<file path="config.mk">
export PLATFORM = sky130hd
export DESIGN_NAME = adcs_conv_timing
export DESIGN_NICKNAME = d
export VERILOG_FILES = /design/src/pkg/adcs_pkg.sv /design/src/core/adcs_conv_timing.sv
export SDC_FILE = /design/constraint.sdc
export NUM_CORES = 1
export LEC_CHECK = 0
export BUFFER_PORTS_ARGS = -buffer_cell sky130_fd_sc_hd__buf_2
export CORE_UTILIZATION = 55
export DETAILED_ROUTE_END_ITERATION = 10
export PLACE_DENSITY = 0.89
export RECOVER_POWER = 50
export SETUP_SLACK_MARGIN = 0.4
export SKIP_CTS_REPAIR_TIMING = 1
export SYNTH_ARGS = -nofsm -noshare
export SYNTH_HDL_FRONTEND = slang
export SYNTH_SLANG_ARGS = --single-unit
</file>
<file path="constraint.sdc">
create_clock -name sys_clk -period 2.7 [get_ports sys_clk]
set_clock_uncertainty 0.05 [all_clocks]
set_input_delay 0.81 -clock sys_clk [delete_from_list [all_inputs] [get_ports sys_clk]]
set_output_delay 0.81 -clock sys_clk [all_outputs]
set_load 0.05 [all_outputs]
</file>
<file path="src/pkg/adcs_pkg.sv">
// Constants for the A/D conversion timing sequencer
package adcs_pkg;

  // One sys_clk period spans two half-CPU-clock units
  localparam int TCL_PER_CYCLE = 2;

  // Conversion step lengths in half-CPU-clock units, per select code
  localparam int CC_TCL_FAST = 24;
  localparam int CC_TCL_MID  = 48;
  localparam int CC_TCL_SLOW = 96;

  // Result load tail in half-CPU-clock units
  localparam int LOAD_TCL = 4;

  // Derived cycle counts
  localparam int CC_CYC_FAST = CC_TCL_FAST / TCL_PER_CYCLE;
  localparam int CC_CYC_MID  = CC_TCL_MID / TCL_PER_CYCLE;
  localparam int CC_CYC_SLOW = CC_TCL_SLOW / TCL_PER_CYCLE;
  localparam int LOAD_CYC    = LOAD_TCL / TCL_PER_CYCLE;

  // Sequence shape
  localparam int SAMPLE_SC_PERIODS = 2;
  localparam int RES_BITS          = 10;
  localparam int EQ_STEPS          = 4;
  localparam int CNT_W             = 12;
  localparam int STEP_W            = 4;

  // Control register layout: both select fields in the upper four bits
  localparam int CTRL_W  = 16;
  localparam int SEL_W   = 2;
  localparam int CCS_LSB = 14;
  localparam int SCS_LSB = 12;
  localparam logic [CTRL_W-1:0] CTRL_RESET = 16'h0000;

  // Conversion step clock select codes (2'h1 is reserved)
  localparam logic [SEL_W-1:0] CCS_FAST = 2'h0;
  localparam logic [SEL_W-1:0] CCS_SLOW = 2'h2;
  localparam logic [SEL_W-1:0] CCS_MID  = 2'h3;

  typedef enum logic [2:0] {
    ST_IDLE,
    ST_SAMPLE,
    ST_BITS,
    ST_EQUAL,
    ST_LOAD
  } adcs_state_t;

endpackage

</file>
<file path="src/core/adcs_conv_timing.sv">
// Sequencer for sample, bit-decision, equalizing and result load of the SAR converter
`timescale 1ns/1ps

module adcs_conv_timing
  import adcs_pkg::*;
(
  input  wire logic                sys_clk,
  input  wire logic                rstn,
  input  wire logic                ctrl_wr,
  input  wire logic [CTRL_W-1:0]   ctrl_wdata,
  input  wire logic                conv_start,
  input  wire logic                cmp_below_pin,
  input  wire logic                below_gnd_pin,
  input  wire logic                above_ref_pin,
  output logic      [CTRL_W-1:0]   converter_control_reg,
  output logic                     conv_busy,
  output logic                     sampling,
  output logic      [RES_BITS-1:0] dac_code,
  output logic      [RES_BITS-1:0] result,
  output logic                     result_valid
);

  // step length per code
  // Step length in cycles for a step clock select code
  function automatic logic [CNT_W-1:0] cc_cycles(input logic [SEL_W-1:0] sel);
    case (sel)
      CCS_MID:  cc_cycles = CNT_W'(CC_CYC_MID);
      CCS_SLOW: cc_cycles = CNT_W'(CC_CYC_SLOW);
      // The reserved code falls back to the fastest step
      default:  cc_cycles = CNT_W'(CC_CYC_FAST);
    endcase
  endfunction

  adcs_state_t         state;
  adcs_state_t         next_state;
  logic [CNT_W-1:0]    cnt;
  logic [CNT_W-1:0]    next_cnt;
  logic [STEP_W-1:0]   step_idx;
  logic [STEP_W-1:0]   next_step_idx;
  logic [SEL_W-1:0]    lat_ccs;
  logic [SEL_W-1:0]    lat_scs;
  logic [RES_BITS-1:0] sar_mask;
  logic [RES_BITS-1:0] next_sar_mask;
  logic [RES_BITS-1:0] next_dac_code;
  logic                clamp_lo;
  logic                clamp_hi;
  logic [2:0]          sync_meta;
  logic [2:0]          sync_q;

  // Field decode and phase lengths from the latched selects, except the sampling count loaded at start, which reads the fields
  wire logic [SEL_W-1:0] ccs_field  = converter_control_reg[CCS_LSB +: SEL_W];
  wire logic [SEL_W-1:0] scs_field  = converter_control_reg[SCS_LSB +: SEL_W];
  wire logic [CNT_W-1:0] step_len   = cc_cycles(lat_ccs);
  wire logic [CNT_W-1:0] sample_len = CNT_W'(SAMPLE_SC_PERIODS) * (step_len << lat_scs);
  wire logic             take       = (state == ST_IDLE) && conv_start;
  wire logic             last_cyc   = (cnt == '0);
  wire logic             cmp_below  = sync_q[0];

  always_ff @(posedge sys_clk or negedge rstn) begin
    if (!rstn) begin
      converter_control_reg <= CTRL_RESET;
    end else if (ctrl_wr) begin
      converter_control_reg <= ctrl_wdata;
    end
  end

  // Comparator and range flags are analog-side levels, so two flops first
  always_ff @(posedge sys_clk or negedge rstn) begin
    if (!rstn) begin
      sync_meta <= 3'h0;
      sync_q    <= 3'h0;
    end else begin
      sync_meta <= {above_ref_pin, below_gnd_pin, cmp_below_pin};
      sync_q    <= sync_meta;
    end
  end

  // phase sequencing on cycle counters; each unit pair is one cycle
  always_comb begin
    next_state    = state;
    next_cnt      = last_cyc ? cnt : cnt - CNT_W'(1);
    next_step_idx = step_idx;
    next_sar_mask = sar_mask;
    next_dac_code = dac_code;
    case (state)
      ST_IDLE: begin
        if (conv_start) begin
          next_state = ST_SAMPLE;
          next_cnt   = CNT_W'(SAMPLE_SC_PERIODS) * (cc_cycles(ccs_field) << scs_field)
                       - CNT_W'(1);
        end
      end
      ST_SAMPLE: begin
        if (last_cyc) begin
          next_state    = ST_BITS;
          next_cnt      = step_len - CNT_W'(1);
          next_step_idx = '0;
          next_sar_mask = {1'b1, {(RES_BITS-1){1'b0}}};
          next_dac_code = {1'b1, {(RES_BITS-1){1'b0}}};
        end
      end
      ST_BITS: begin
        if (last_cyc) begin
          // one decision per step, MSB first
          next_sar_mask = sar_mask >> 1;
          next_dac_code = (dac_code & ~(cmp_below ? sar_mask : '0)) | (sar_mask >> 1);
          next_cnt      = step_len - CNT_W'(1);
          next_step_idx = step_idx + STEP_W'(1);
          if (step_idx == STEP_W'(RES_BITS - 1)) begin
            next_state    = ST_EQUAL;
            next_step_idx = '0;
          end
        end
      end
      ST_EQUAL: begin
        if (last_cyc) begin
          next_cnt      = step_len - CNT_W'(1);
          next_step_idx = step_idx + STEP_W'(1);
          if (step_idx == STEP_W'(EQ_STEPS - 1)) begin
            next_state = ST_LOAD;
            next_cnt   = CNT_W'(LOAD_CYC - 1);
          end
        end
      end
      ST_LOAD: begin
        if (last_cyc) begin
          next_state = ST_IDLE;
        end
      end
      default: begin
        next_state = ST_IDLE;
      end
    endcase
  end

  // Sequencer state and registered status outputs
  always_ff @(posedge sys_clk or negedge rstn) begin
    if (!rstn) begin
      state     <= ST_IDLE;
      cnt       <= '0;
      step_idx  <= '0;
      sar_mask  <= '0;
      dac_code  <= '0;
      conv_busy <= 1'b0;
      sampling  <= 1'b0;
    end else begin
      state     <= next_state;
      cnt       <= next_cnt;
      step_idx  <= next_step_idx;
      sar_mask  <= next_sar_mask;
      dac_code  <= next_dac_code;
      conv_busy <= (next_state != ST_IDLE);
      sampling  <= (next_state == ST_SAMPLE);
    end
  end

  // selects latched at start so a mid-conversion write cannot stretch it
  always_ff @(posedge sys_clk or negedge rstn) begin
    if (!rstn) begin
      lat_ccs <= CCS_FAST;
      lat_scs <= '0;
    end else if (take) begin
      lat_ccs <= ccs_field;
      lat_scs <= scs_field;
    end
  end

  // range flags frozen at the end of sampling
  always_ff @(posedge sys_clk or negedge rstn) begin
    if (!rstn) begin
      clamp_lo <= 1'b0;
      clamp_hi <= 1'b0;
    end else if (state == ST_SAMPLE && last_cyc) begin
      clamp_lo <= sync_q[1];
      clamp_hi <= sync_q[2];
    end
  end

  // result load on the final cycle; clamps override the code
  always_ff @(posedge sys_clk or negedge rstn) begin
    if (!rstn) begin
      result       <= '0;
      result_valid <= 1'b0;
    end else begin
      result_valid <= (state == ST_LOAD) && last_cyc;
      if (state == ST_LOAD && last_cyc) begin
        result <= clamp_lo ? '0 : (clamp_hi ? '1 : dac_code);
      end
    end
  end

  // Checking helpers: cycles since start, sampling run, equalize run
  logic [CNT_W-1:0] chk_total;
  logic [CNT_W-1:0] chk_samp;
  logic [CNT_W-1:0] chk_eq;
  always_ff @(posedge sys_clk or negedge rstn) begin
    if (!rstn) begin
      chk_total <= '0;
      chk_samp  <= '0;
      chk_eq    <= '0;
    end else begin
      chk_total <= take ? '0 : (state != ST_IDLE ? chk_total + CNT_W'(1) : chk_total);
      chk_samp  <= take ? '0 : (sampling ? chk_samp + CNT_W'(1) : chk_samp);
      chk_eq    <= take ? '0 : (state == ST_EQUAL ? chk_eq + CNT_W'(1) : chk_eq);
    end
  end

  property p_step_len;
    @(posedge sys_clk) disable iff (!rstn)
      (state == ST_BITS && $past(state) == ST_SAMPLE) |->
        (cnt == ((lat_ccs == CCS_MID) ? CNT_W'(CC_CYC_MID - 1) :
                 (lat_ccs == CCS_SLOW) ? CNT_W'(CC_CYC_SLOW - 1) : CNT_W'(CC_CYC_FAST - 1)));
  endproperty
  a_step_len: assert property (p_step_len) else $error("step length wrong");

  property p_field_pos;
    @(posedge sys_clk) disable iff (!rstn)
      ctrl_wr |=> (ccs_field == $past(ctrl_wdata[CCS_LSB +: SEL_W]) &&
                   scs_field == $past(ctrl_wdata[SCS_LSB +: SEL_W]));
  endproperty
  a_field_pos: assert property (p_field_pos) else $error("select fields misplaced");

  property p_sample_len;
    @(posedge sys_clk) disable iff (!rstn)
      $fell(sampling) |-> (chk_samp == CNT_W'(SAMPLE_SC_PERIODS) * (step_len << lat_scs));
  endproperty
  a_sample_len: assert property (p_sample_len) else $error("sample length wrong");

  property p_total;
    @(posedge sys_clk) disable iff (!rstn)
      result_valid |-> (chk_total == sample_len + CNT_W'(RES_BITS + EQ_STEPS) * step_len
                                     + CNT_W'(LOAD_CYC));
  endproperty
  a_total: assert property (p_total) else $error("conversion length wrong");

  property p_sample_first;
    @(posedge sys_clk) disable iff (!rstn)
      take |=> (sampling && conv_busy) ##0 (state == ST_SAMPLE)[*2];
  endproperty
  a_sample_first: assert property (p_sample_first) else $error("sampling did not start");

  property p_eq_len;
    @(posedge sys_clk) disable iff (!rstn)
      (state == ST_LOAD && $past(state) == ST_EQUAL) |->
        (chk_eq == CNT_W'(EQ_STEPS) * step_len && step_idx == STEP_W'(EQ_STEPS));
  endproperty
  a_eq_len: assert property (p_eq_len) else $error("equalize length wrong");

  property p_load_end;
    @(posedge sys_clk) disable iff (!rstn)
      $changed(result) |-> (result_valid && $past(state) == ST_LOAD && !conv_busy);
  endproperty
  a_load_end: assert property (p_load_end) else $error("result loaded off time");

  property p_input_frozen;
    @(posedge sys_clk) disable iff (!rstn)
      (state != ST_IDLE && state != ST_SAMPLE && $past(state) != ST_SAMPLE) |->
        ($stable(clamp_lo) && $stable(clamp_hi));
  endproperty
  a_input_frozen: assert property (p_input_frozen) else $error("range flag moved");

  property p_clamp;
    @(posedge sys_clk) disable iff (!rstn)
      result_valid |-> (clamp_lo ? (result == 10'h000) : (!clamp_hi || result == 10'h3ff));
  endproperty
  a_clamp: assert property (p_clamp) else $error("clamp code wrong");

endmodule // adcs_conv_timing

</file>
Yosys cells after proc, flatten, opt, wreduce, memory -nomap -nowiden
Index checks and enable logic that the tools add are counted.

cells by class
  add/sub/neg operators = 4
  bitwise operators = 3
  multiplexer cells = 31
  shifts and indexed selects = 1
  equality and inequality tests = 14
  reduce and logical (&&, ||, !) cells = 11

operators with widths
  operator                                             count
  2-to-1 mux 12 bit                                    7
  2-to-1 mux 10 bit                                    6
  case mux 10 bit (2 select lines)                     2
  case mux 12 bit (3 select lines)                     1
  case mux 6 bit (2 select lines)                      2
  subtractor 12 x 1 -> 12 bit (second input constant)  2
  2-to-1 mux 3 bit                                     7
  2-to-1 mux 4 bit                                     4
  case mux 3 bit (5 select lines)                      1
  zero test 12 bit                                     1
  case mux 4 bit (3 select lines)                      1
  left shift 12 x 2 -> 11 bit                          1
  bitwise AND 10 bit                                   1
  NOT 10 bit                                           1
  OR 10 x 9 -> 10 bit                                  1
  == test 2 bit (second input constant)                4
  subtractor 6 x 1 -> 7 bit (second input constant)    1
  == test 3 x 1 -> 1 bit (second input constant)       2
  == test 3 x 2 -> 1 bit (second input constant)       2
  inequality test 2 bit (second input constant)        3
  nonzero test 3 bit                                   2
  adder 4 x 1 -> 4 bit (second input constant)         1
  == test 4 x 2 -> 1 bit (second input constant)       1
  == test 4 bit (second input constant)                1
  7 further kinds                                      9

word-level totals
  output and inout bits = 39
  register bits after elaboration = 78
  input bits = 23
  word-level logic and storage cells = 79

Logic depth before layout (Yosys ltp)
Gate-level depths: netlist of the first run.

  word-level depth = 8
  mapped depth = 9

Least setup slack after synthesis of the first run
OpenSTA, ideal clock, no wires.

  path type = register -> register
  start = register converter_control_reg[15]
  end = register cnt[7]
  period minus slack after synthesis = 2,193 ps
  data required time = 2,516 ps
  setup time = 134 ps
  cell stages (with the launch flop) = 8
  path slack = 507 ps
  arrival = 2,008 ps
  cell sequence = dfrtp_1 clkbuf_1 a21o_1 ha_1 o21ai_0 a21bo_2 a222oi_1 mux2i_1

between the ends
  cells in the longest elaborated chain, start to end = 8
  elaborated cells on any way between the ends = 9

ends and longest elaborated chain
  item                                  RTL line                 source
  start: declaration                    adcs_conv_timing.sv:15   output logic [CTRL_W-1:0] converter_control_reg,
  start signal: assignment              adcs_conv_timing.sv:63   converter_control_reg <= ctrl_wdata;
  == test 2 bit                         adcs_conv_timing.sv:26   case (sel)
  case mux 6 bit (2 select lines) (*)   adcs_conv_timing.sv:26
  2-to-1 mux 12 bit (*)                 adcs_conv_timing.sv:87   if (conv_start) begin
  2-to-1 mux 12 bit (*)                 adcs_conv_timing.sv:85   case (state)
  left shift 12 x 2 -> 11 bit (*)       adcs_conv_timing.sv:89   next_cnt = CNT_W'(SAMPLE_SC_PERIODS) * (cc_cycles(ccs_field) << scs_field)
  subtractor 12 x 1 -> 12 bit (*)       adcs_conv_timing.sv:90   - CNT_W'(1);
  2-to-1 mux 12 bit (*)                 adcs_conv_timing.sv:87
  case mux 12 bit (3 select lines) (*)  adcs_conv_timing.sv:85
  via next_cnt[7]                       adcs_conv_timing.sv:37   logic [CNT_W-1:0] next_cnt;
  end signal: assignment                adcs_conv_timing.sv:148  cnt <= next_cnt;
  end: declaration                      adcs_conv_timing.sv:36   logic [CNT_W-1:0] cnt;

The timed path passes the listed nets; every way through them passes the cells marked *. The select of a mux whose other input is x is not followed.
A chain may end at the register's enable or synchronous reset.

Final worst setup path of the first run
  start = register cnt[1]
  end = register cnt[8]

between the ends
  cells in the longest elaborated chain, start to end = 4
  elaborated cells on any way between the ends = 7

ends and longest elaborated chain
  item                                                             RTL line                                        source
  subtractor 12 x 1 -> 12 bit or zero test 12 bit (tied branches)  adcs_conv_timing.sv:81, adcs_conv_timing.sv:56
  2-to-1 mux 12 bit                                                adcs_conv_timing.sv:81                          next_cnt = last_cyc ? cnt : cnt - CNT_W'(1);
  2-to-1 mux 12 bit (on tied branches)                             n/a
  case mux 12 bit (3 select lines) (*)                             adcs_conv_timing.sv:85
  via next_cnt[8]                                                  adcs_conv_timing.sv:37

The timed path passes the listed nets; every way through them passes the cells marked *.

==> summary.md, run 1 <==
| Metric | Value |
|---|---|
| Syn Inst Count | 328 |
| CP arrival | 2.45 ns |
| CP max FO | 5 |
| 1st-iter DRT viols | 197 |
| Status | complete, but fails checks |
| Peak VDD IR | 0.000505 V |
| GRT Total Usage | 24.3% |
| Power Total | 0.00281 W |
| Async SR Flop Fraction | 100% |
| Post-synth EDFFs | 0 |
| Unrepaired setup endpoints after global routing | false |
| Fin Setup TNS | 0 ns |
| Most common cell on crit path | a21oi_1 |
| Failing checks | capacitance limit, slew limit |
| Syn avg cell area | 10.8 um^2 |
| DIE WIDTH | 82.4 um |
| DP HPWL | 5320 um |
| Compound-cell area share of the yosys netlist | 15.9% |
| Most used DFF post-synth | dfrtp_1 |
| First-pass DRT Iterations | 4 |
| Initial antenna violation count | 0 |
| Core Area | 0.00606 mm^2 |
| Diodes inserted | 0 |
| Synth-to-layout area growth | 21.2% |
| Root buffer cell | clkbuf_8 |
| # DRC | 0 |
| Headroom to the max-slew limit | -24.0% |
| R2R setup slack | 0.47 ns |
| Fin crit share | 82.5% |
| Starting Density | 58.6% |
| Synthesized net count | 357 |
| Max FFs per register | 16 |
| Worst EP required | 2.93 ns |
| Final slew viol count | 33 |
| Pwr Density | 652 mW/mm^2 |
| Minimum clock period | 2.23 ns |
| CTS HTree Levels | 3 |
| Worst r2r src | cnt[1]$_DFF_PN0_ |
| Fin nets | 428 |
| CTS clk-pin slew, worst paths | 0.08 ns |
| Post-Synth Simple-Gate Area | 16.1% |
| Cells along the critical path | inv_2 -> ha_1 -> or3b_2 -> or4b_1 -> nor3_1 -> a21oi_1 -> a21oi_1 |
| Sink Count | 78 |
| Layout cell share with drive strength beyond 1 | 32.2% |
| Post-synth cell types | 46 |
| Vias in the first global route | 2644 |
| Reg-to-reg endpoint | cnt[8]$_DFF_PN0_ |
| Total number of vias | 2825 |
| Slowest stage cell, crit path | or4b_1 |
| Worst-Margin Slew | 1.86 ns |
| CP startpoint kind | flip-flop |
| Max Fclk | 0.449 GHz |
| Placed cell count | 453 |
| Clock Path Buffers | 2 |
| Launch point of the critical path | cnt[1]$_DFF_PN0_ |
| Avg WL per Cell | 16.6 um |
| Antenna-violating nets left | 0 |
| First-pass GRT wire length | 12300 um |
| Num ports | 62 |
| CP endpoint kind | flip-flop |
| CP Class | flip-flop to flip-flop |
| DIE AREA | 0.00678 mm^2 |
| Layout Cells excl Fill | 479 |
| Final setup viols | 0 |
| Clk_lat worst skew | 0.35 ns |
| Commonest cells after routing, fill and taps aside | dfrtp_1, buf_2, nand2_1, nor2_1, mux2_2 |
| Final hold slack | 0.305 ns |
| Fraction of the mapped netlist area in adder cells | 2.11% |
| Critical path endpoint | cnt[8]$_DFF_PN0_ |
| Largest net degree at the start of global routing | 47 |
| CTS tree | built |
| Multiplexer share of the synthesized area | 6.87% |
| Commonest non-fill, non-tap cell in the layout | dfrtp_1 |
| CTS Buf Count | 9 |
| Post-Syn Area | 0.00355 mm^2 |
| Die height | 82.4 um |
| GPL Wtd Cong | 0.885 |
| Post-place setup slack | 0.0507 ns |
| I/O Buffers | 61 |
| Yosys warns | 0 |
| Synth Register Bits | 78 |
| XOR/XNOR Fraction of Synth Area | 0.740% |
| Final hold vios | 0 |
| Drt total wl | 7930 um |
| Cell count of the worst reg-to-reg path | 7 |
| Max-Cap Viols | 1 |
| Worst hold-check path type | flip-flop to flip-flop |
| Row count | 28 |
| LEAKAGE | 2.03 nW |
| Global route overflow | 0 |
| Avg Vias per Cell | 5.90 |
| CP peak stage delay | 0.54 ns |
| Main combinational cell family by area after synthesis | simple AND/OR/NAND/NOR gates |
| Register area share after synthesis | 55.0% |
| Worst setup margin | 0.473 ns |
cells by family (layout without fill, tap and decap cells):
| kind of cell | Yosys count | count (layout) |
|---|---|---|
| buffers and inverters | 29 | 105 |
| and+or+nand+nor | 111 | 111 |
| AOI/OAI and AO/OA | 79 | 79 |
| muxes | 22 | 22 |
| xor gates and xnor gates | 3 | 3 |
| adders and majority gates | 6 | 6 |
| DFF | 78 | 78 |
cells in the mapped netlist (2+ instances only):
master	instances	area [um^2]
dfrtp_1	78	1950
xnor2_1	2	17.5
a31oi_1	3	18.8
a21o_1	3	22.5
o31a_1	2	17.5
nor3_2	2	20.0
o21ai_0	16	80.1
and2_1	2	12.5
a22o_1	9	78.8
nor3_1	6	30.0
ha_1	6	75.1
mux2_2	19	214
nand2b_1	5	31.3
a41oi_1	2	17.5
o22ai_1	4	25.0
buf_2	6	30.0
a21oi_1	11	55.1
nor4_1	2	12.5
nor2b_1	6	37.5
or4_4	2	22.5
nand3_1	15	75.1
nand3b_1	3	22.5
mux2i_1	3	30.0
clkbuf_1	11	41.3
o31ai_1	14	105
a32o_1	10	100
inv_1	10	37.5
or2_2	4	25.0
nor2_1	25	93.8
nand2_1	30	113
or3_1	2	12.5
final cells by class:
type                            instances  area (um^2)
Multi-Input combinational cell        221         1540
Clock inverter                          5         82.6
Clock buffer                           11          141
Tap cell                               75         93.8
Inverter                               11         43.8
Sequential cell                        78         1950
Fill cell                             419         1760
Timing Repair Buffer                   78          450
how the worst min path moves through the flow:
| stage | from | end | slack [ns] | cells after the start |
|---|---|---|---|---|
| after floorplan | sync_meta[0]$_DFF_PN0_ | sync_q[0]$_DFF_PN0_ | 0.28 | 0 |
| after global placement | sync_meta[0]$_DFF_PN0_ | sync_q[0]$_DFF_PN0_ | 0.28 | 0 |
| after detailed placement | sync_meta[2]$_DFF_PN0_ | sync_q[2]$_DFF_PN0_ | 0.29 | 0 |
| after CTS | sync_meta[2]$_DFF_PN0_ | sync_q[2]$_DFF_PN0_ | 0.30 | 0 |
| after global routing | sync_meta[2]$_DFF_PN0_ | sync_q[2]$_DFF_PN0_ | 0.31 | 0 |
| final | sync_meta[0]$_DFF_PN0_ | sync_q[0]$_DFF_PN0_ | 0.30 | 0 |
routing by layer:
| layer | share of wire (%) | global-route usage, % |
|---|---|---|
| met5 | 0 | 0 |
| met3 | 4.0 | 6.92 |
| met2 | 50 | 37.2 |
| met1 | 44 | 33.0 |
| met4 | 1.6 | 9.12 |
stage by stage:
step                      util [%]  cell area [um^2]
after global routing          71.0              4300
final                         71.0              4300
after floorplan                  -              3550
after CTS                     68.7              4170
after global placement        65.0              3940
after detailed placement      65.0              3940
worst max-delay path, delay by kind of cell (launching register included):
kind / cells / cell delay (ns)
compound gates: 2 / 0.21
simple gates: 3 / 1.20
buf+inv: 1 / 0.10
fa+ha+maj: 1 / 0.19
flops: 1 / 0.42
where the power goes:
part	internal (W)	switching, W	leakage (nW)
Combinational	0.000212	0.000273	0.929
Sequential	0.00125	0.0000991	0.983
Clock	0.000548	0.000422	0.113
Power figures use the tool's default switching activity.
==> run 2: changes to the inputs <==
clock period = 2.25 ns   (was 2.7 ns; I/O delays follow)
==> run 2 against run 1 <==
- the flow now finishes without violations
- via count is 9.7% higher
- power rose by 24%
- sequential power rose by 22%
- clock-buffer cell count decreased by 1
- hold slack worse by 0.0050 ns
- critical path depth rose by 2
- critical path type unchanged
- highest routed layer unchanged
==> summary.md, run 2 (same netlist as run 1, synthesis figures left out) <==
| Metric | Value |
|---|---|
| Worst-Margin Slew | 0.991 ns (was 1.86 ns) |
| Placed cell count | 457 (was 453) |
| Avg WL per Cell | 20.1 um (was 16.6 um) |
| P_sw | 0.00104 W (was 0.000794 W) |
| Minimum clock period | 2.21 ns (was 2.23 ns) |
| Unrepaired setup endpoints after global routing | true (was false) |
| CTS Buf Count | 9 (unchanged) |
| Clock power frac | 34.6% (was 34.5%) |
| Worst setup margin | 0.0420 ns (was 0.473 ns) |
| Layout Cells excl Fill | 487 (was 479) |
| Clock Path Buffers | 2 (unchanged) |
| Final hold vios | 0 (unchanged) |
| Row count | 28 (unchanged) |
| Post-place setup slack | -0.00237 ns (was 0.0507 ns) |
| Logic pwr share | 18.1% (was 17.3%) |
| Worst hold endpoint | sync_q[1]$_DFF_PN0_ (was sync_q[0]$_DFF_PN0_) |
| Antenna-violating nets left | 0 (unchanged) |
| DIE WIDTH | 82.4 um (unchanged) |
| CP Class | flip-flop to flip-flop (unchanged) |
| Headroom to the max-slew limit | 33.9% (was -24.0%) |
| Most common cell on crit path | inv_2 (was a21oi_1) |
| Internal Power | 0.00244 W (was 0.00201 W) |
| Layout cell share with drive strength beyond 1 | 38.8% (was 32.2%) |
| Slowest stage cell, crit path | dfrtp_1 (was or4b_1) |
| Finished Cell Area | 0.00455 mm^2 (was 0.00430 mm^2) |
| GRT Total Usage | 26.3% (was 24.3%) |
| CP startpoint kind | flip-flop (unchanged) |
| Core Area | 0.00606 mm^2 (unchanged) |
| Num ports | 62 (unchanged) |
| GPL Wtd Cong | 0.887 (was 0.885) |
| Launch point of the critical path | cnt[1]$_DFF_PN0_ (unchanged) |
| Diodes inserted | 0 (unchanged) |
| CTS HTree Levels | 3 (unchanged) |
| Root buffer cell | clkbuf_8 (unchanged) |
| I/O Buffers | 61 (unchanged) |
| Commonest non-fill, non-tap cell in the layout | dfrtp_1 (unchanged) |
| Sink Count | 78 (unchanged) |
| Top Family by Delay on Critical Path | simple AND/OR/NAND/NOR gates (unchanged) |
| Cell count of the worst reg-to-reg path | 9 (was 7) |
| Peak VDD IR | 0.000561 V (was 0.000505 V) |
| First-pass GRT wire length | 13000 um (was 12300 um) |
| CTS clk-pin slew, worst paths | 0.08 ns (about the same) |
| Global route overflow | 0 (unchanged) |
| Max Fclk | 0.453 GHz (was 0.449 GHz) |
| Starting Density | 58.6% (unchanged) |
| Buf/Inv on CP | 3 (was 1) |
| Pwr Density | 766 mW/mm^2 (was 652 mW/mm^2) |
| Final slew viol count | 0 (was 33) |
| Fin Setup TNS | 0 ns (unchanged) |
| Max-Cap Viols | 0 (was 1) |
| CP max FO | 5 (unchanged) |
| CP arrival | 2.41 ns (was 2.45 ns) |
| Hold wc startpoint | sync_meta[1]$_DFF_PN0_ (was sync_meta[0]$_DFF_PN0_) |
| Drt total wl | 9790 um (was 7930 um) |
| CP endpoint kind | flip-flop (unchanged) |
| Fin nets | 436 (was 428) |
| Placed Instance Area | 0.00401 mm^2 (was 0.00394 mm^2) |
| # DRC | 0 (unchanged) |
| Total number of vias | 3098 (was 2825) |
| Commonest cells after routing, fill and taps aside | dfrtp_1, buf_2, nand2_1, nor2_1, mux2_2 (unchanged) |
| First-pass DRT Iterations | 5 (was 4) |
| Switching Share | 30.0% (was 28.3%) |
| Die height | 82.4 um (unchanged) |
| Max FFs per register | 16 (unchanged) |
| Largest net degree at the start of global routing | 40 (was 47) |
| Fin crit share | 98.1% (was 82.5%) |
| DIE AREA | 0.00678 mm^2 (unchanged) |
| Avg Vias per Cell | 6.36 (was 5.90) |
| Power Total | 0.00348 W (was 0.00281 W) |
| DP HPWL | 5480 um (was 5320 um) |
| Worst hold-check path type | flip-flop to flip-flop (unchanged) |
| 1st-iter DRT viols | 349 (was 197) |
| CTS tree | built (unchanged) |
| Status | complete, no violations (was complete, but fails checks) |
| Clk_lat worst skew | 0.36 ns (was 0.35 ns) |
| LEAKAGE | 2.09 nW (was 2.03 nW) |
| R2R setup slack | 0.04 ns (was 0.47 ns) |
| Cells along the critical path | inv_2 -> ha_4 -> nor4b_4 -> and4b_2 -> inv_2 -> nor3_4 -> clkbuf_16 -> nand3_2 -> a32o_1 (was inv_2 -> ha_1 -> or3b_2 -> or4b_1 -> nor3_1 -> a21oi_1 -> a21oi_1) |
| CP peak stage delay | 0.41 ns (was 0.54 ns) |
| Reg power frac | 47.3% (was 48.2%) |
| Initial antenna violation count | 0 (unchanged) |
| Vias in the first global route | 2693 (was 2644) |
| Hold depth | 0 (unchanged) |
| Final setup viols | 0 (unchanged) |
| Synth-to-layout area growth | 28.1% (was 21.2%) |
| Worst r2r src | cnt[1]$_DFF_PN0_ (unchanged) |
| Worst EP required | 2.45 ns (was 2.93 ns) |
| Reg-to-reg endpoint | dac_code[3]$_DFFE_PN0P_ (was cnt[8]$_DFF_PN0_) |
[run 2: worst max path at each step]
| stage | end | slack, ns | depth (start not counted) |
|---|---|---|---|
| floorplan | dac_code[0]$_DFFE_PN0P_ | 0.30 | 9 |
| global placement | sar_mask[5]$_DFFE_PN0P_ | 0.13 | 7 |
| detailed placement | result[3]$_DFFE_PN0P_ | -0.002 | 8 |
| CTS | result[3]$_DFFE_PN0P_ | 0.01 | 8 |
| global route | dac_code[8]$_DFFE_PN0P_ | -0.07 | 9 |
| finish | dac_code[3]$_DFFE_PN0P_ | 0.04 | 9 |
[run 2: metal layers]
metal,up-vias,global-route usage [%],share of wire [%]
li1,1356,-,-
met1,1565,35.6,39
met2,147,40.4,53
met3,30,7.03,5.4
met4,0,10.4,2.5
met5,-,0,0
[run 2: layout make-up]
type,instances,area [um^2]
Sequential cell,78,1960
Multi-Input combinational cell,221,1670
Fill cell,373,1510
Timing Repair Buffer,86,557
Clock buffer,10,138
Clock inverter,6,95.1
Tap cell,75,93.8
Inverter,11,41.3
[run 2: metrics by stage]
step | util, % | hold slack (ns)
final | 75.1 | 0.300
after global routing | 75.1 | 0.307
after floorplan | - | 0.281
after global placement | 66.1 | 0.282
after CTS | 70.0 | 0.236
after detailed placement | 66.1 | 0.286
[run 2: power groups by stage]
stage                     clock network, W  registers, W  logic [W]
after global placement                   0       0.00165   0.000520
after detailed placement                 0       0.00166   0.000535
after CTS                          0.00120       0.00163   0.000543
after global routing               0.00127       0.00166   0.000682
after floorplan                          0       0.00173   0.000304
final                              0.00120       0.00165   0.000631
